### config.mk
export PLATFORM = sky130hd
export DESIGN_NAME = atf_front_end
export DESIGN_NICKNAME = d
export VERILOG_FILES = /design/src/atf_pkg.sv /design/src/atf_cmd_decode.sv /design/src/atf_front_end.sv
export SDC_FILE = /design/constraint.sdc
export NUM_CORES = 1
export LEC_CHECK = 0
export BUFFER_PORTS_ARGS = -buffer_cell sky130_fd_sc_hd__buf_2
export CORE_AREA = 2 2 168 170
export CTS_CLUSTER_SIZE = 8
export DETAILED_ROUTE_END_ITERATION = 10
export DIE_AREA = 0 0 170 172
export HOLD_SLACK_MARGIN = 0.12
export SYNTH_ARGS = -nofsm -noshare
export SYNTH_HDL_FRONTEND = slang
export SYNTH_HIERARCHICAL = 1
export SYNTH_SLANG_ARGS = --single-unit
export TNS_END_PERCENT = 10
### constraint.sdc
create_clock -name i_clock -period 6.9 [get_ports i_clock]
set_input_delay 0.69 -clock i_clock [delete_from_list [all_inputs] [get_ports i_clock]]
set_output_delay 0.69 -clock i_clock [all_outputs]
set_load 0.005 [all_outputs]
### src/atf_pkg.sv
// Shared constants and types for the task-file status and command front end
`default_nettype none
package atf_pkg;
   // Register offsets on the task-file port
   localparam logic [3:0] ATF_OFF_ERROR = 4'h1;
   localparam logic [3:0] ATF_OFF_ERROR_ALT = 4'hd;
   localparam logic [3:0] ATF_OFF_SEC_CNT = 4'h2;
   localparam logic [3:0] ATF_OFF_SEC_NUM = 4'h3;
   localparam logic [3:0] ATF_OFF_CYL_LO = 4'h4;
   localparam logic [3:0] ATF_OFF_CYL_HI = 4'h5;
   localparam logic [3:0] ATF_OFF_DRV_HEAD = 4'h6;
   localparam logic [3:0] ATF_OFF_STATUS = 4'h7;
   localparam logic [3:0] ATF_OFF_DEV_CTRL = 4'he;
   localparam logic [3:0] ATF_OFF_ADDR_RB = 4'hf;
   // Status byte bit positions
   localparam int ATF_ST_BUSY = 7;
   localparam int ATF_ST_READY = 6;
   localparam int ATF_ST_WF = 5;
   localparam int ATF_ST_SEEK = 4;
   localparam int ATF_ST_XREQ = 3;
   localparam int ATF_ST_FIXED = 2;
   localparam int ATF_ST_INDEX = 1;
   localparam int ATF_ST_ERR = 0;
   // Device control bits
   localparam int ATF_DC_SRST = 2;
   localparam int ATF_DC_NIEN = 1;
   // Drive address readback and drive/head register bits
   localparam int ATF_RB_WRITE_N = 6;
   localparam int ATF_DH_DRV = 4;
   // Error, sector count, power query and drive/head register values
   localparam logic [7:0] ATF_ERR_ABORTED = 8'h04;
   localparam logic [7:0] ATF_DIAG_OK = 8'h01;
   localparam logic [7:0] ATF_SEC_CNT_RESET = 8'h01;
   localparam logic [7:0] ATF_PWR_IDLE = 8'hff;
   localparam logic [7:0] ATF_PWR_STANDBY = 8'h00;
   localparam logic [7:0] ATF_DH_RESET = 8'ha0;
   // Timing
   localparam int ATF_CLK_PS = 5000;
   localparam int ATF_T_BUSY_NS = 400;
   localparam int ATF_T_DRQ2_US = 700;
   localparam int ATF_T_DRQ3_MS = 20;
   localparam int ATF_BUSY_CYC = (ATF_T_BUSY_NS * 1000) / ATF_CLK_PS;
   localparam int ATF_DRQ2_CYC = (ATF_T_DRQ2_US * 1000000) / ATF_CLK_PS;
   localparam int ATF_DRQ3_CYC = ATF_T_DRQ3_MS * (1000000000 / ATF_CLK_PS);
   // Command codes
   localparam logic [7:0] OP_PWR_A = 8'he5, OP_PWR_B = 8'h98, OP_ERASE = 8'hc0,
      OP_DIAG = 8'h90, OP_FLUSH = 8'he7, OP_FORMAT = 8'h50, OP_IDENT = 8'hec,
      OP_IDLE_A = 8'he3, OP_IDLE_B = 8'h97, OP_IDLEI_A = 8'he1, OP_IDLEI_B = 8'h95,
      OP_INIT_PARAM = 8'h91, OP_NOP = 8'h00, OP_RD_BUF = 8'he4, OP_RD_DMA = 8'hc8,
      OP_RD_MULT = 8'hc4, OP_RD_MAX = 8'hf8, OP_RD_A = 8'h20, OP_RD_B = 8'h21,
      OP_RDV_A = 8'h40, OP_RDV_B = 8'h41, OP_SENSE = 8'h03, OP_SEC_DIS = 8'hf6,
      OP_SEC_PREP = 8'hf3, OP_SEC_ERASE = 8'hf4, OP_SEC_FREEZE = 8'hf5,
      OP_SEC_SET = 8'hf1, OP_SEC_UNLOCK = 8'hf2, OP_FEATURES = 8'hef,
      OP_SET_MAX = 8'hf9, OP_SET_MULT = 8'hc6, OP_SLEEP_A = 8'he6, OP_SLEEP_B = 8'h99,
      OP_HEALTH = 8'hb0, OP_STBY_A = 8'he2, OP_STBY_B = 8'h96, OP_STBYI_A = 8'he0,
      OP_STBYI_B = 8'h94, OP_XLATE = 8'h87, OP_WR_BUF = 8'he8, OP_WR_DMA = 8'hca,
      OP_WR_MULT = 8'hc5, OP_WR_MULT_NE = 8'hcd, OP_WR_A = 8'h30, OP_WR_B = 8'h31,
      OP_WR_NE = 8'h38, OP_WR_VERIFY = 8'h3c;
   localparam logic [3:0] OP_HI_RECAL = 4'h1;
   localparam logic [3:0] OP_HI_SEEK = 4'h7;

   typedef enum logic [1:0] {
      ATF_K_MEDIA = 2'b00,
      ATF_K_NOP = 2'b01,
      ATF_K_POWER = 2'b10,
      ATF_K_BAD = 2'b11
   } atf_kind_t;

   typedef enum logic [1:0] {
      ATF_CLS_1 = 2'b01,
      ATF_CLS_2 = 2'b10,
      ATF_CLS_3 = 2'b11
   } atf_class_t;

   typedef enum logic [2:0] {
      ATF_S_IDLE = 3'b000,
      ATF_S_ACCEPT = 3'b001,
      ATF_S_WAIT_BUF = 3'b011,
      ATF_S_XFER = 3'b010,
      ATF_S_EXEC = 3'b110
   } atf_state_t;
endpackage : atf_pkg
`default_nettype wire

### src/atf_cmd_decode.sv
// Command code decoder: kind, acceptance class and head usage
`default_nettype none
module atf_cmd_decode
   import atf_pkg::*;
(
   input wire logic [7:0] i_code,
   output atf_kind_t o_kind,
   output atf_class_t o_class,
   output logic o_drive_only
);
   always_comb begin
      o_kind = ATF_K_MEDIA;
      o_class = ATF_CLS_1;
      o_drive_only = 1'b1;
      // Recalibrate and seek match on the upper nibble alone
      if (i_code[7:4] == OP_HI_RECAL) begin
         o_kind = ATF_K_NOP;
      end else if (i_code[7:4] == OP_HI_SEEK) begin
         o_kind = ATF_K_NOP;
         o_drive_only = 1'b0;
      end else begin
         case (i_code)
            OP_PWR_A, OP_PWR_B: begin
               o_kind = ATF_K_POWER;
            end
            OP_INIT_PARAM: begin
               o_kind = ATF_K_NOP;
               o_drive_only = 1'b0;
            end
            OP_NOP, OP_DIAG, OP_FLUSH, OP_IDENT, OP_IDLE_A, OP_IDLE_B, OP_IDLEI_A,
            OP_IDLEI_B, OP_RD_BUF, OP_RD_MAX, OP_SENSE, OP_SEC_DIS, OP_SEC_PREP,
            OP_SEC_ERASE, OP_SEC_FREEZE, OP_SEC_SET, OP_SEC_UNLOCK, OP_FEATURES,
            OP_SET_MULT, OP_SLEEP_A, OP_SLEEP_B, OP_HEALTH, OP_STBY_A, OP_STBY_B,
            OP_STBYI_A, OP_STBYI_B: begin
               o_kind = ATF_K_MEDIA;
            end
            OP_ERASE, OP_RD_DMA, OP_RD_MULT, OP_RD_A, OP_RD_B, OP_RDV_A, OP_RDV_B,
            OP_SET_MAX, OP_XLATE: begin
               o_drive_only = 1'b0;
            end
            OP_WR_BUF: begin
               o_class = ATF_CLS_2;
            end
            OP_FORMAT, OP_WR_DMA, OP_WR_A, OP_WR_B, OP_WR_NE: begin
               o_class = ATF_CLS_2;
               o_drive_only = 1'b0;
            end
            OP_WR_MULT, OP_WR_MULT_NE, OP_WR_VERIFY: begin
               o_class = ATF_CLS_3;
               o_drive_only = 1'b0;
            end
            default: begin
               o_kind = ATF_K_BAD;
            end
         endcase
      end
   end
endmodule : atf_cmd_decode
`default_nettype wire

### src/atf_front_end.sv
// Task-file status, device control, address readback and command sequencing
//
// How it works
// - Corrected-data flag set; reads keep running
// - Status bit 1 always reads zero
// - Error flag set on failure, cleared by next command
// - Failing sector address left in parameter registers
// - Status packed busy,ready,fault,seek,request,fixed,0,error
// - Device control writable even while busy
// - Soft restart clears status, loads diagnostic code
// - Control bit 1 masks the interrupt request
// - Readback bit 6 low during media write
// - Readback bits 5..2 invert head bits
// - Readback bits 1,0 low for selected unit
// - Class 1: busy within 400 ns
// - Class 2: request within 700 us, busy drops
// - Class 3: request within 20 ms, busy drops
// - Decoder assigns write codes to classes 2, 3
// - Legacy codes complete as no-operation
// - Drive-only commands ignore the head field
// - Power query in standby returns zero count
// - Power query while idle returns FFh count
// - Status read clears pending interrupt; alternate not
// - Aborted bit set for rejected or invalid commands
// - Busy: device owns command and parameter registers
`default_nettype none
module atf_front_end
   import atf_pkg::*;
#(
   parameter int DRQ2_LIMIT = ATF_DRQ2_CYC,
   parameter int DRQ3_LIMIT = ATF_DRQ3_CYC
) (
   input wire logic i_clock,
   input wire logic i_rst_n,
   input wire logic [3:0] i_addr,
   input wire logic i_wr_stb,
   input wire logic i_rd_stb,
   input wire logic [7:0] i_wdata,
   input wire logic i_card_ready,
   input wire logic i_standby,
   input wire logic i_write_active,
   input wire logic i_unit_active,
   input wire logic i_corrected,
   input wire logic i_write_fault,
   input wire logic i_buf_ready,
   input wire logic i_media_done,
   input wire logic i_media_error,
   input wire logic [7:0] i_media_err_bits,
   input wire logic [7:0] i_fail_sec,
   input wire logic [15:0] i_fail_cyl,
   input wire logic [3:0] i_fail_head,
   output logic [7:0] o_rdata,
   output logic o_card_interrupt_request_n,
   output logic o_int_bit,
   output logic o_cmd_start,
   output logic [7:0] o_cmd_code,
   output logic [1:0] o_cmd_class,
   output logic o_cmd_drive,
   output logic [3:0] o_cmd_head
);
   typedef struct packed {
      atf_state_t st;
      logic busy;
      logic xfer_req;
      logic err;
      logic fixed;
      logic wf;
      logic [7:0] err_reg;
      logic srst;
      logic nien;
      logic [7:0] sec_cnt;
      logic [7:0] sec_num;
      logic [7:0] cyl_lo;
      logic [7:0] cyl_hi;
      logic [7:0] drv_head;
      logic irq_pend;
      logic irq_n;
      logic int_bit;
      logic [7:0] rdata;
      logic start;
      logic [7:0] code;
      logic [1:0] cls;
      logic [3:0] head;
      logic [31:0] tmo;
   } atf_regs_t;

   atf_regs_t s_r;
   atf_regs_t s_nxt;
   atf_kind_t dec_kind;
   atf_class_t dec_class;
   logic dec_drive_only;
   logic [7:0] status_byte;
   logic [7:0] readback_byte;
   logic cmd_take;
   logic ready_eff;

   atf_cmd_decode u_decode (
      .i_code(s_r.code),
      .o_kind(dec_kind),
      .o_class(dec_class),
      .o_drive_only(dec_drive_only)
   );

   // Ready and seek-complete are withheld while the controller sits in soft restart
   assign ready_eff = i_card_ready & ~s_r.srst;
   assign status_byte = {s_r.busy, ready_eff, s_r.wf, ready_eff, s_r.xfer_req, s_r.fixed,
                         1'b0, s_r.err};
   assign readback_byte = {1'b0, ~i_write_active, ~s_r.drv_head[3:0],
                           ~(i_unit_active & s_r.drv_head[ATF_DH_DRV]),
                           ~(i_unit_active & ~s_r.drv_head[ATF_DH_DRV])};
   // Commands are taken only when fully idle, so a write during a data phase is dropped
   assign cmd_take = i_wr_stb && (i_addr == ATF_OFF_STATUS) && !s_r.busy && !s_r.srst
                     && (s_r.st == ATF_S_IDLE);

   always_comb begin
      s_nxt = s_r;
      s_nxt.start = 1'b0;
      // Task parameters are frozen while busy so the device owns them
      if (i_wr_stb && !s_r.busy) begin
         case (i_addr)
            ATF_OFF_SEC_CNT: s_nxt.sec_cnt = i_wdata;
            ATF_OFF_SEC_NUM: s_nxt.sec_num = i_wdata;
            ATF_OFF_CYL_LO: s_nxt.cyl_lo = i_wdata;
            ATF_OFF_CYL_HI: s_nxt.cyl_hi = i_wdata;
            ATF_OFF_DRV_HEAD: s_nxt.drv_head = i_wdata;
            default: begin
            end
         endcase
      end
      // Only bits 2 and 1 matter; the host keeps the rest zero
      if (i_wr_stb && i_addr == ATF_OFF_DEV_CTRL) begin
         s_nxt.srst = i_wdata[ATF_DC_SRST];
         s_nxt.nien = i_wdata[ATF_DC_NIEN];
      end
      // Primary status read clears the pending interrupt; alternate read leaves it
      if (i_rd_stb && i_addr == ATF_OFF_STATUS) begin
         s_nxt.irq_pend = 1'b0;
      end
      if (cmd_take) begin
         s_nxt.code = i_wdata;
         s_nxt.busy = 1'b1;
         s_nxt.err = 1'b0;
         s_nxt.fixed = 1'b0;
         s_nxt.wf = 1'b0;
         s_nxt.xfer_req = 1'b0;
         s_nxt.st = ATF_S_ACCEPT;
      end
      // Flag events come after the command clear, so one in the take cycle is kept
      if (i_corrected) begin
         s_nxt.fixed = 1'b1;
      end
      if (i_write_fault) begin
         s_nxt.wf = 1'b1;
      end
      case (s_r.st)
         ATF_S_IDLE: begin
         end
         ATF_S_ACCEPT: begin
            s_nxt.cls = dec_class;
            s_nxt.head = dec_drive_only ? 4'h0 : s_r.drv_head[3:0];
            s_nxt.tmo = 32'h0;
            case (dec_kind)
               ATF_K_BAD: begin
                  s_nxt.err = 1'b1;
                  s_nxt.err_reg = ATF_ERR_ABORTED;
                  s_nxt.busy = 1'b0;
                  s_nxt.irq_pend = 1'b1;
                  s_nxt.st = ATF_S_IDLE;
               end
               ATF_K_NOP: begin
                  s_nxt.busy = 1'b0;
                  s_nxt.irq_pend = 1'b1;
                  s_nxt.st = ATF_S_IDLE;
               end
               ATF_K_POWER: begin
                  s_nxt.sec_cnt = i_standby ? ATF_PWR_STANDBY : ATF_PWR_IDLE;
                  s_nxt.busy = 1'b0;
                  s_nxt.irq_pend = 1'b1;
                  s_nxt.st = ATF_S_IDLE;
               end
               default: begin
                  s_nxt.start = 1'b1;
                  s_nxt.st = (dec_class == ATF_CLS_1) ? ATF_S_EXEC : ATF_S_WAIT_BUF;
               end
            endcase
         end
         ATF_S_WAIT_BUF: begin
            s_nxt.tmo = s_r.tmo + 32'h1;
            if (i_buf_ready) begin
               // Request and busy swap on one edge, well inside the busy-drop window
               s_nxt.xfer_req = 1'b1;
               s_nxt.busy = 1'b0;
               s_nxt.st = ATF_S_XFER;
            end else if (s_r.tmo >= 32'((s_r.cls == ATF_CLS_3) ? DRQ3_LIMIT - 1
                                                              : DRQ2_LIMIT - 1)) begin
               s_nxt.err = 1'b1;
               s_nxt.err_reg = ATF_ERR_ABORTED;
               s_nxt.busy = 1'b0;
               s_nxt.irq_pend = 1'b1;
               s_nxt.st = ATF_S_IDLE;
            end
         end
         ATF_S_XFER, ATF_S_EXEC: begin
            if (i_media_done) begin
               s_nxt.busy = 1'b0;
               s_nxt.xfer_req = 1'b0;
               s_nxt.irq_pend = 1'b1;
               s_nxt.st = ATF_S_IDLE;
               if (i_media_error) begin
                  s_nxt.err = 1'b1;
                  s_nxt.err_reg = i_media_err_bits;
                  s_nxt.sec_num = i_fail_sec;
                  s_nxt.cyl_lo = i_fail_cyl[7:0];
                  s_nxt.cyl_hi = i_fail_cyl[15:8];
                  s_nxt.drv_head[3:0] = i_fail_head;
               end
            end
         end
         default: begin
            s_nxt.st = ATF_S_IDLE;
         end
      endcase
      // Soft restart overrides state, status flags, interrupt and error register, and holds while the bit stays set
      if (s_r.srst) begin
         s_nxt.st = ATF_S_IDLE;
         s_nxt.busy = 1'b0;
         s_nxt.xfer_req = 1'b0;
         s_nxt.err = 1'b0;
         s_nxt.fixed = 1'b0;
         s_nxt.wf = 1'b0;
         s_nxt.irq_pend = 1'b0;
         s_nxt.start = 1'b0;
         s_nxt.err_reg = ATF_DIAG_OK;
      end
      if (i_rd_stb) begin
         case (i_addr)
            ATF_OFF_ERROR, ATF_OFF_ERROR_ALT: s_nxt.rdata = s_r.err_reg;
            ATF_OFF_SEC_CNT: s_nxt.rdata = s_r.sec_cnt;
            ATF_OFF_SEC_NUM: s_nxt.rdata = s_r.sec_num;
            ATF_OFF_CYL_LO: s_nxt.rdata = s_r.cyl_lo;
            ATF_OFF_CYL_HI: s_nxt.rdata = s_r.cyl_hi;
            ATF_OFF_DRV_HEAD: s_nxt.rdata = s_r.drv_head;
            ATF_OFF_STATUS, ATF_OFF_DEV_CTRL: s_nxt.rdata = status_byte;
            ATF_OFF_ADDR_RB: s_nxt.rdata = readback_byte;
            default: s_nxt.rdata = 8'h00;
         endcase
      end
      s_nxt.irq_n = ~(s_nxt.irq_pend & ~s_nxt.nien);
      s_nxt.int_bit = s_nxt.irq_pend & ~s_nxt.nien;
   end

   always_ff @(posedge i_clock) begin
      if (!i_rst_n) begin
         s_r <= '0;
         s_r.st <= ATF_S_IDLE;
         s_r.err_reg <= ATF_DIAG_OK;
         s_r.sec_cnt <= ATF_SEC_CNT_RESET;
         s_r.drv_head <= ATF_DH_RESET;
         s_r.irq_n <= 1'b1;
         s_r.cls <= ATF_CLS_1;
      end else begin
         s_r <= s_nxt;
      end
   end

   assign o_rdata = s_r.rdata;
   assign o_card_interrupt_request_n = s_r.irq_n;
   assign o_int_bit = s_r.int_bit;
   assign o_cmd_start = s_r.start;
   assign o_cmd_code = s_r.code;
   assign o_cmd_class = s_r.cls;
   assign o_cmd_drive = s_r.drv_head[ATF_DH_DRV];
   assign o_cmd_head = s_r.head;

   localparam int BUSY_LIM = ATF_BUSY_CYC;
endmodule : atf_front_end
`default_nettype wire

== After elaboration in Yosys (flattened, before gate mapping) ==
Cells that the tools add are included.

* Input port bits: 61
* Bits in registers: 116

* Equality and inequality tests: 72
* Add/sub/neg operators: 1
* Order comparisons: 1
* Multiplexer cells: 60
* Reductions and logical operators: 28
* Bitwise logic cells: 14

{| class="wikitable"
|+ Operators by type and width
! operator !! number
|-
| $eq A8 B8 Y1 const B || 36
|-
| $mux W8 || 14
|-
| $mux W24 || 3
|-
| $pmux W32 S2 || 1
|-
| $pmux W8 S8 || 1
|-
| $eq A8 B6 Y1 const B || 6
|-
| $reduce_or A44 Y1 || 1
|-
| $mux W40 || 1
|-
| $add A32 B1 Y32 const B || 1
|-
| $ge A32 B22 Y1 || 1
|-
| $eq A8 B7 Y1 const B || 3
|-
| $pmux W8 S3 || 1
|-
| $mux W22 || 1
|-
| $eq A4 B3 Y1 const B || 5
|-
| $mux W4 || 5
|-
| $mux W1 || 18
|-
| $reduce_or A18 Y1 || 1
|-
| $eq A4 B4 Y1 const B || 3
|-
| $pmux W3 S4 || 1
|-
| $reduce_or A2 Y1 || 5
|-
| $not A1 Y1 || 9
|-
| $pmux W1 S3 || 3
|-
| $reduce_or A3 Y1 || 3
|-
| $eq A4 B1 Y1 const B || 2
|-
| 27 further kinds || 51
|}

== Depth between registers and ports, before layout ==
Gate-level depths: netlist of run 1.

* Depth after elaboration: 12
* Depth in mapped cells: 14

== Hierarchy ==
Netlist of run 1, hierarchy kept.

{| class="wikitable"
|+ Modules (own cells, without submodules)
! module !! cells an instance !! instances !! seq. area each (sq um) !! area each (sq um)
|-
| atf_front_end || 752 || 1 || 2322.2 || 6160.9
|-
| atf_cmd_decode || 94 || 1 || 0.0 || 644.4
|}

== Least setup slack after synthesis of run 1 ==
No wires, ideal clock.

* Path type: reg-to-reg
* From: register s_r, in the netlist o_cmd_code[4]
* To: register s_r[100] in the netlist's numbering
* Data arrival time: 2.934 ns
* Path buffers: 2
* Required time: 6.778 ns
* Setup slack: 3.845 ns
* Library setup time: 0.122 ns
* Cell stages (with the launch flop): 13
* Cell sequence: dfxtp_1 -> buf_6 -> and4b_4 -> a32o_1 -> a32oi_1 -> o2111ai_1 -> nor4b_2 -> clkbuf_1 -> a21oi_1 -> or3_4 -> a211oi_4 -> nor2_2 -> a221o_1

* Word-level cells in the longest chain between the ends: 8
* Elaborated cells between the ends (all ways): 57

{| class="wikitable"
|+ RTL lines
! element !! RTL line !! source
|-
| from (decl) || atf_front_end.sv:87 || <nowiki>atf_regs_t s_r;</nowiki>
|-
| from (signal assigned) || atf_front_end.sv:262 || <nowiki>s_r <= s_nxt;</nowiki>
|-
| $eq A8 B8 Y1, or another cell as far along || atf_cmd_decode.sv:22 || <nowiki>case (i_code)</nowiki>
|-
| $reduce_or A44 Y1 (no line) or $reduce_or A2 Y1 (tied branches) || n/a ||
|-
| $pmux W2 S3 || atf_cmd_decode.sv:22 ||
|-
| $mux W2 || atf_cmd_decode.sv:18 || <nowiki>end else if (i_code[7:4] == OP_HI_SEEK) begin</nowiki>
|-
| $mux W2 (*) || atf_cmd_decode.sv:16 || <nowiki>if (i_code[7:4] == OP_HI_RECAL) begin</nowiki>
|-
| named net dec_kind[1] || atf_front_end.sv:89 || <nowiki>atf_kind_t dec_kind;</nowiki>
|-
| $eq A2 B2 Y1 (*) || atf_front_end.sv:162 || <nowiki>case (dec_kind)</nowiki>
|-
| $ne A2 B1 Y1 (no line) (*) || n/a ||
|-
| $reduce_and A6 Y1 (no line) (*) || n/a ||
|}

The timed path passes the listed nets; every way through them passes the cells marked *.
A chain may end at the register's enable or synchronous reset.

== Worst setup path in the final report of run 1 ==
* From: register s_r, in the netlist o_cmd_code[3]
* To: register s_r[100] in the netlist's numbering

* Word-level cells in the longest chain between the ends: 8
* Elaborated cells between the ends (all ways): 55

{| class="wikitable"
|+ RTL lines
! element !! RTL line
|-
| $eq A8 B8 Y1, or another cell as far along || atf_cmd_decode.sv:22
|-
| $reduce_or A44 Y1 (no line) or $reduce_or A2 Y1 (tied branches) || n/a
|-
| $pmux W2 S3 (*) || atf_cmd_decode.sv:22
|-
| $mux W2 (*) || atf_cmd_decode.sv:18
|-
| $mux W2 (*) || atf_cmd_decode.sv:16
|-
| named net dec_kind[1] || atf_front_end.sv:89
|-
| $eq A2 B2 Y1 (*) || atf_front_end.sv:162
|-
| $ne A2 B1 Y1 (no line) (*) || n/a
|-
| $reduce_and A6 Y1 (no line) (*) || n/a
|}

Marked as above.

==> results of run 1 <==
layout by cell type, fill, tap and decap left out, types with 5 or more instances in the layout:
| cell | netlist | layout |
|---|---|---|
| a21boi_0 | 20 | 20 |
| a21oi_1 | 39 | 39 |
| a222oi_1 | 6 | 6 |
| a22oi_1 | 8 | 8 |
| a31o_2 | 5 | 5 |
| a31oi_1 | 16 | 16 |
| a32oi_1 | 7 | 7 |
| and2_1 | 9 | 9 |
| and3_1 | 14 | 14 |
| and4_1 | 8 | 8 |
| buf_2 | 14 | 86 |
| clkbuf_16 | 0 | 17 |
| dfxtp_1 | 116 | 116 |
| ha_1 | 7 | 7 |
| inv_1 | 9 | 9 |
| inv_6 | 0 | 7 |
| nand2_1 | 125 | 125 |
| nand2b_1 | 7 | 7 |
| nand3_1 | 89 | 89 |
| nand3b_1 | 6 | 6 |
| nand4_1 | 9 | 9 |
| nand4b_1 | 7 | 7 |
| nor2_1 | 42 | 42 |
| nor2b_1 | 28 | 27 |
| nor3_1 | 21 | 21 |
| nor4_1 | 9 | 9 |
| o211a_1 | 28 | 28 |
| o21a_1 | 14 | 14 |
| o21ai_0 | 20 | 20 |
| or3_1 | 9 | 9 |
| xnor2_1 | 6 | 6 |
| xor2_1 | 9 | 9 |
through the flow:
| step | worst slack, ns | power (mW) | util [%] | cell area, um2 | hold WS [ns] |
|---|---|---|---|---|---|
| 3_3_place_gp | 3.16 | 0.806 | 26.4 | 7260 | 0.451 |
| 5_1_grt | 2.83 | 1.79 | 28.7 | 7880 | 0.488 |
| 4_1_cts | 3.12 | 1.74 | 28.7 | 7880 | 0.467 |
| 3_5_place_dp | 3.14 | 0.805 | 26.4 | 7260 | 0.461 |
| 2_1_floorplan | 3.84 | 0.760 | - | 6810 | 0.432 |
| 6_report | 3.08 | 1.73 | 28.7 | 7880 | 0.466 |
worst paths after layout:
kind	depth (start not counted)	start	slack (ns)	endpoint
worst max-delay path	10	o_cmd_code[3]$_SDFFE_PN0P_	3.08	s_r[100]$_SDFFE_PP1P_
worst max register to register	10	o_cmd_code[3]$_SDFFE_PN0P_	3.08	s_r[100]$_SDFFE_PP1P_
worst min-delay path	2	o_cmd_head[3]$_SDFFE_PN0P_	0.47	o_cmd_head[3]$_SDFFE_PN0P_
worst min register to register	2	o_cmd_head[3]$_SDFFE_PN0P_	0.47	o_cmd_head[3]$_SDFFE_PN0P_
power groups by stage:
stage | sequential (mW) | combinational [mW] | clock [mW]
3_5_place_dp | 0.700 | 0.105 | 0
6_report | 0.686 | 0.106 | 0.940
5_1_grt | 0.686 | 0.116 | 0.991
2_1_floorplan | 0.695 | 0.0653 | 0
3_3_place_gp | 0.700 | 0.105 | 0
4_1_cts | 0.685 | 0.105 | 0.953
worst min-delay path, stage by stage (launching register included):
cell,delay [ns]
dfxtp_1,0.30
nand2_1,0.05
a21boi_0,0.06
cell type report:
cell class / count / area share [%]
tap: 346 / 5.49
sequential: 116 / 29.5
timing repair buffer: 90 / 5.84
clock buffer: 17 / 5.40
clock inverter: 15 / 2.46
inverter: 9 / 0.429
multi-input combinational: 642 / 50.9
per-layer routing:
layer  vias up  part of all wire, %  track usage [%]
met5         -                    0                0
met4         0                  1.9             4.61
met3        29                  7.6             3.96
met2       224                   45             23.0
met1      3084                   45             19.8
li1       3156                    -                -
state kept, by name, indices dropped and copies added, names as in the netlist:
| register | cells |
|---|---|
| o_cmd_start | 1 |
| o_cmd_head | 4 |
| o_cmd_drive | 1 |
| o_card_interrupt_request_n | 1 |
| o_cmd_class | 2 |
| o_rdata | 8 |
| o_cmd_code | 8 |
| s_r | 90 |
| o_int_bit | 1 |
kinds of logic (layout without fill, tap and decap cells):
logic type               after synthesis  after routing  share of synthesized area, %
flip-flops                           116            116                          34.1
AO/OA/AOI/OAI                        201            201                          22.2
adder cells (fa/ha/maj)                8              8                          1.43
buffers and inverters                 88            131                          6.93
XOR/XNOR                              15             15                          1.93
multiplexers                           3              3                         0.441
AND/OR/NAND/NOR                      415            415                          33.0
==> impl_summary.md, run 1 <==
Synthesis
Counting flops with a built-in enable in the synthesized netlist gives 0. The number of unique standard cell types used by synthesis is 80. By area the synthesized netlist is led by dfxtp_1 34%, nand2_1 6.9%, nand3_1 6.5%. The number of nets handed over by synthesis was 914.

The flop and latch count out of synthesis is 116. Yosys instantiated no cell more often than nand2_1. The synthesized design devotes to its leading area cell type between 30% and 40% of total area. Sorting the synthesized cells by how often they occur yields 125 x nand2_1, 116 x dfxtp_1, 89 x nand3_1, 42 x nor2_1, 39 x a21oi_1. The part of the Yosys area used for sequential elements is 34.1%. The area of the mapped netlist is 6810 um2. Synthesis produced a netlist whose cell count is 846. Counting flops with an async set or reset pin after synthesis yields a share of 0%. The library cell with the largest summed area after synthesis is dfxtp_1.

The number of warnings printed during yosys synthesis is 6. The post-synthesis average cell area is 8.04 um2. The most used flip-flop cell after synthesis is dfxtp_1.

CTS
CTS saw 116 sinks. Post-CTS repair changed the size of 0 cells. The master cell of the clock root buffer is clkbuf_16. The post-CTS setup repair buffer count is 0. The number of levels the H-tree was split into is 4. Clock-pin slew was measured on the worst setup and hold paths at 0.06 ns.

The total of hold buffers inserted after clock tree synthesis is 0. Clock latency on the worst-skew pair, taken at its later pin, is 0.43 ns. The longest clock path from root to sink contains 2 buffers.

Counting the buffers created by CTS gives 17. TritonCTS built the clock tree.

Floorplanning
The vertical extent of the die is 172 um. Once the floorplan was initialized, standard cells occupied 24.8% of the core. The die covers about 30000 um2. The number of I/O pins is 87. The area of the core region is 27500 um2.

The floorplan has 61 rows. The die extent in x is 170 um.

Critical path
For the worst setup path, the data required time is 7.22 ns. The startpoint type of the worst setup path is a flip-flop. STA puts the critical path data arrival time at between 4 and 5 ns. The worst stage delay on the critical path is 0.82 ns. The slowest stage of the critical path is the dfxtp_1 cell. The critical setup path kind is reg2reg.

The critical path contains buffers and inverters numbering 0 combined. Traced cell by cell, the critical path runs through nand2_1 > and4_1 > a31oi_1 > or4b_4 > nor4b_2 > a21oi_1 > or3_4 > a211oi_4 > nor2_2 > a221o_1. The kind of end point of the critical path is a flip-flop. Of all nets on the critical path, the largest fanout is 24.

Grouping stages by cell kind, the critical path spends the most delay in simple AND/OR/NAND/NOR gates.

GRT
The global-route total usage across every layer is about 15%. The number of global-route vias before repair is between 6000 and 7000. The remaining global-route overflow is 0.

The number of antenna violations at the first check in global routing is 0. Entering global routing, the biggest net connects 77 pins. The global-route wire length before repair is around 34000 um.

Placed design
At the end of routability-driven placement, the weighted congestion stood at about 0.83. The HPWL after detailed placement is between 15000 and 20000 um. The count of buffers from port buffering is 86. The cell count after placement is 1203.

Timing
Counting I/O delays and the setup requirement, the final critical path takes 3.82 ns. The number of hold-slack violations in the final timing report is 0. Derived from the worst setup path, the maximum achievable clock frequency is 262 MHz. The fraction of the cycle the final worst path needs is 55.4%. Setup repair after global routing left no endpoint under its margin. The total negative slack is 0 ns. The pin slew with the least headroom to its limit is 0.998 ns. The total setup violations reported at the end of the flow is 0. The count of pins over their slew limit is 0. For the final database, setup skew stands at roughly 0.010 ns. The worst pin sits at a relative slew slack of 33.3%.

Power
The share of power burned in combinational logic is under 10%. Net switching is 25.3% of the power. Per report_power, the sequential group accounts for approximately two fifths of the total. The clock network burns a little over half of the power. The internal power of the cells totals 1.29 mW. For this design the ratio of total power to cell area is 220 nW/um2. The maximum vdd ir drop is 0.124 mV. The analysis attributes to net switching a power of 0.438 mW. The analysis attributes to cell leakage a power of between 3 and 4 nW.

Cells and area
The final cell count without fillers is 1235. The sequential cells in the finished layout cover a total of ~2300 um2. The layout has 2979 filler cells. The share of final-layout standard cells stronger than drive strength 1 is 16.6%. The repair_antennas step left the layout with diodes totalling 0. The area added between synthesis and finish is 15.8%. The multi-input combinational cells in the finished layout cover a total of 4010 um2. The net count of the finished layout is 944.

Drt
In the routed layout, each cell is associated on average with a via count of between 5 and 6. The detailed router finished its first iteration with 608 violations. The routed design has ~21000 um of wire.

The detailed-router iteration count before antenna repair is 5. In the routed design, unresolved DRC markers number 0. The remaining antenna violation count after routing is 0.

The final route contains 6493 vias. In the final routed layout, each cell accounts on average for 17.3 um.

Job
The max-cap check violation count is 0.

Outcome
The run finished with clean final reports.

Min path
The path class of the lowest-slack min-delay path is reg2reg.
Power figures use the tool's default switching activity.
==> run 2: changes to the inputs <==
Clock period 6.9 ns to 3.1 ns, I/O delays scaled along.
==> run 2 against run 1 <==
Net effect: the run now ends with negative setup slack left; critical path depth rose by 1; utilization rose by 2.2 points; worst hold slack lost 0.34 ns; total power increased by 130%; final cell count is 5.2% higher; global-route usage up 0.35 points; first-iteration DRC count fell by 7.4%; non-clock buffer count up 63; largest power group unchanged.
==> impl_summary.md, run 2 (synthesis results as in run 1) <==
Floorplanning
The die extent in x is 170 um (unchanged). The initial cell density of the core came to 24.8% (unchanged). The vertical extent of the die was 172 um (unchanged). The number of core rows came to 61 (unchanged). The area of the die is 29200 um2 (unchanged). The number of I/O pins was 87 (unchanged). The area of the core region is 27500 um2 (unchanged).

Timing
The headroom to the max-slew limit is 58.8% (was 33.3%). The count of pins over their slew limit is 0 (unchanged). The number of hold-slack violations in the final timing report is 0 (unchanged).

The worst clock skew is 0.00807 ns (was 0.0104 ns). The fraction of the cycle the final worst path needs is 100% (was 55.4%). The smallest setup slack after layout is -0.00491 ns (was 3.08 ns). The total setup violations reported at the end of the flow was 1 (was 0). Unrepaired setup endpoints after global routing: true (was false).

The pin slew with the least headroom to its limit is 0.617 ns (was 0.998 ns). The final period demand of the worst path is 3.10 ns (was 3.82 ns). The total negative slack came to -0.00491 ns (was 0 ns). The maximum clock rate is 322 MHz (was 262 MHz).

Job
The max-cap check violation count was 0 (unchanged).

Drt
The total detailed-routing wirelength is 22100 um (was 21300 um). The average vias per placed instance is 5.22 (was 5.26). The remaining antenna violation count after routing is 0 (unchanged).

The mean routed wirelength per cell was 17.0 um (was 17.3 um). The post-detailed-route DRC marker count is 0 (unchanged). The detailed-router iteration count before antenna repair came to 8 (was 5). The iteration-0 DRC count of the detailed router was 563 (was 608). The total vias in the final route is 6780 (was 6493).

Cells and area
The filler cell count is 2895 (was 2979). The most common cell after layout, fill and taps aside is nand2_1 (unchanged). The final cell count without fillers was 1299 (was 1235). Highest-count cells in the layout ignoring fill and taps: 125 x nand2_1, 109 x dfxtp_1, 89 x nand3_1, 86 x buf_2, 57 x buf_4 (was 125 x nand2_1, 116 x dfxtp_1, 89 x nand3_1, 86 x buf_2, 42 x nor2_1). The end-of-flow core utilization came to 30.9% (was 28.7%). The number of flip-flops in the largest register came to 90 (unchanged). The area added between synthesis and finish was 24.8% (was 15.8%).

The area of the multi-input gates is 4090 um2 (was 4010 um2). The area taken by flip-flops and latches is 2330 um2 (was 2320 um2). The register bank with the most flops is s_r (unchanged). The share of final-layout standard cells stronger than drive strength 1 was 22.9% (was 16.6%).

The final net count is 1007 (was 944).

Power
The internal cell power is 2.97 mW (was 1.29 mW). The maximum vdd ir drop is 0.345 mV (was 0.124 mV). The fraction of power spent switching nets is 24.3% (was 25.3%). The cell leakage power was 3.50 nW (was 3.16 nW). The clock group share of total power came to 54.1% (was 54.3%).

The part of the power in registers was 38.8% (was 39.6%). The switching power is 0.952 mW (was 0.438 mW). The share of power burned in combinational logic is 7.1% (was 6.1%).

The total power density per cell area was 462 nW/um2 (was 220 nW/um2).

Outcome
Run status: finished with violations (was finished clean). The checks that failed: negative setup slack.

CTS
The CTS clock-pin slew for the worst setup and hold paths is 0.06 ns (about the same). The number of buffers created by CTS came to 17 (unchanged). The master cell of the clock root buffer is clkbuf_16 (unchanged).

The total clock sinks is 116 (unchanged). The source-to-sink clock delay at the later pin of the worst-skew pair was 0.42 ns (was 0.43 ns). The number of levels the H-tree was split into is 4 (unchanged). The clock tree from TritonCTS is yes (unchanged). The maximum clock insertion buffer count is 2 (unchanged).

GRT
The maximum number of pins on one net before global-route repair is 58 (was 77). The number of antenna violations at the first check in global routing was 1 (was 0). The global-route wire length before repair is 34400 um (was 33600 um). The number of global-route vias before repair is 6263 (was 6051). The global-route total usage across every layer is 15.1% (was 14.7%). The remaining global-route overflow was 0 (unchanged).

Critical path
The kind of end point of the critical path is a flip-flop (unchanged). The required time of the critical path is 3.41 ns (was 7.22 ns). The startpoint type of the worst setup path is a flip-flop (unchanged).

The critical setup path kind is reg2reg (unchanged). The maximum fanout count along the critical path is 8 (was 24). The data arrival time at the worst-slack endpoint came to 3.42 ns (was 4.14 ns).

Placed design
The detailed placement HPWL is 16100 um (was 15000 um). The setup slack at placement is -0.116 ns (was 3.14 ns). The routability congestion estimate from global placement came to 0.859 (was 0.833).

The count of buffers from port buffering is 86 (unchanged). The cell count after placement came to 1258 (was 1203).

Min path
The path class of the lowest-slack min-delay path is in2reg (was reg2reg).
## run 2: repair_timing
action	4_1_cts	5_1_grt
pin swaps	4	3
hold buffers	5	3
hold endpoints to repair	5	3
buffers inserted	0	0
setup endpoints to repair	10	10
gates resized for setup	14	6
## run 2: metrics by stage
stage / hold slack (ns) / cell area [um2] / power, mW
after CTS: 0.121 / 8430 / 3.94
after floorplan: 0.427 / 6810 / 1.69
after detailed placement: 0.455 / 7700 / 1.82
after global placement: 0.455 / 7700 / 1.82
after global routing: 0.120 / 8490 / 4.07
final: 0.128 / 8500 / 3.93
## run 2: power by group through the flow
stage                     logic (mW)  registers, mW  clock network, mW
after floorplan                0.145           1.55                  0
after global placement         0.263           1.55                  0
after detailed placement       0.263           1.55                  0
after CTS                      0.275           1.52               2.15
after global routing           0.303           1.52               2.24
final                          0.280           1.52               2.12
## run 2: worst paths after layout
kind	startpoint	to	slack [ns]	depth (start not counted)
setup / recovery	o_cmd_code[5]$_SDFFE_PN0P_	s_r[100]$_SDFFE_PP1P_	-0.005	11
hold / removal	i_fail_cyl[4]	s_r[78]$_SDFF_PN0_	0.13	2
setup reg to reg	o_cmd_code[5]$_SDFFE_PN0P_	s_r[100]$_SDFFE_PP1P_	-0.005	11
hold reg to reg	o_cmd_head[3]$_SDFFE_PN0P_	o_cmd_head[3]$_SDFFE_PN0P_	0.46	2
## run 2: metal layers
metal  vias up  GRT usage (%)  wire length, um  share of wire, %
met3        31           3.89             1470               6.6
met2       234           23.9            10300                46
met4         2           5.05              492               2.2
met1      3223           20.0             9860                45
met5         -              0               11             0.050
li1       3290              -                -                 -
## run 2: cell type report
class	count	share of cell area [%]
diodes	1	0.0295
clock buffers	17	5.01
clock inverters	15	2.42
inverters	9	0.398
multi-input cells	642	48.1
flip-flops and latches	116	27.4
well taps	346	5.10
repair buffers	153	11.5
## run 2: worst max-delay path, cell delays in order, from the launching register on
cell and delay, ns:
dfxtp_1 0.35, buf_4 0.17, nor3b_1 0.14, a2bb2oi_1 0.17, nor4_1 0.08, or4b_4 0.59, o32ai_4 0.35, a21oi_2 0.12
or3_4 0.40, a211oi_4 0.20, nor2_2 0.12, a221o_1 0.30
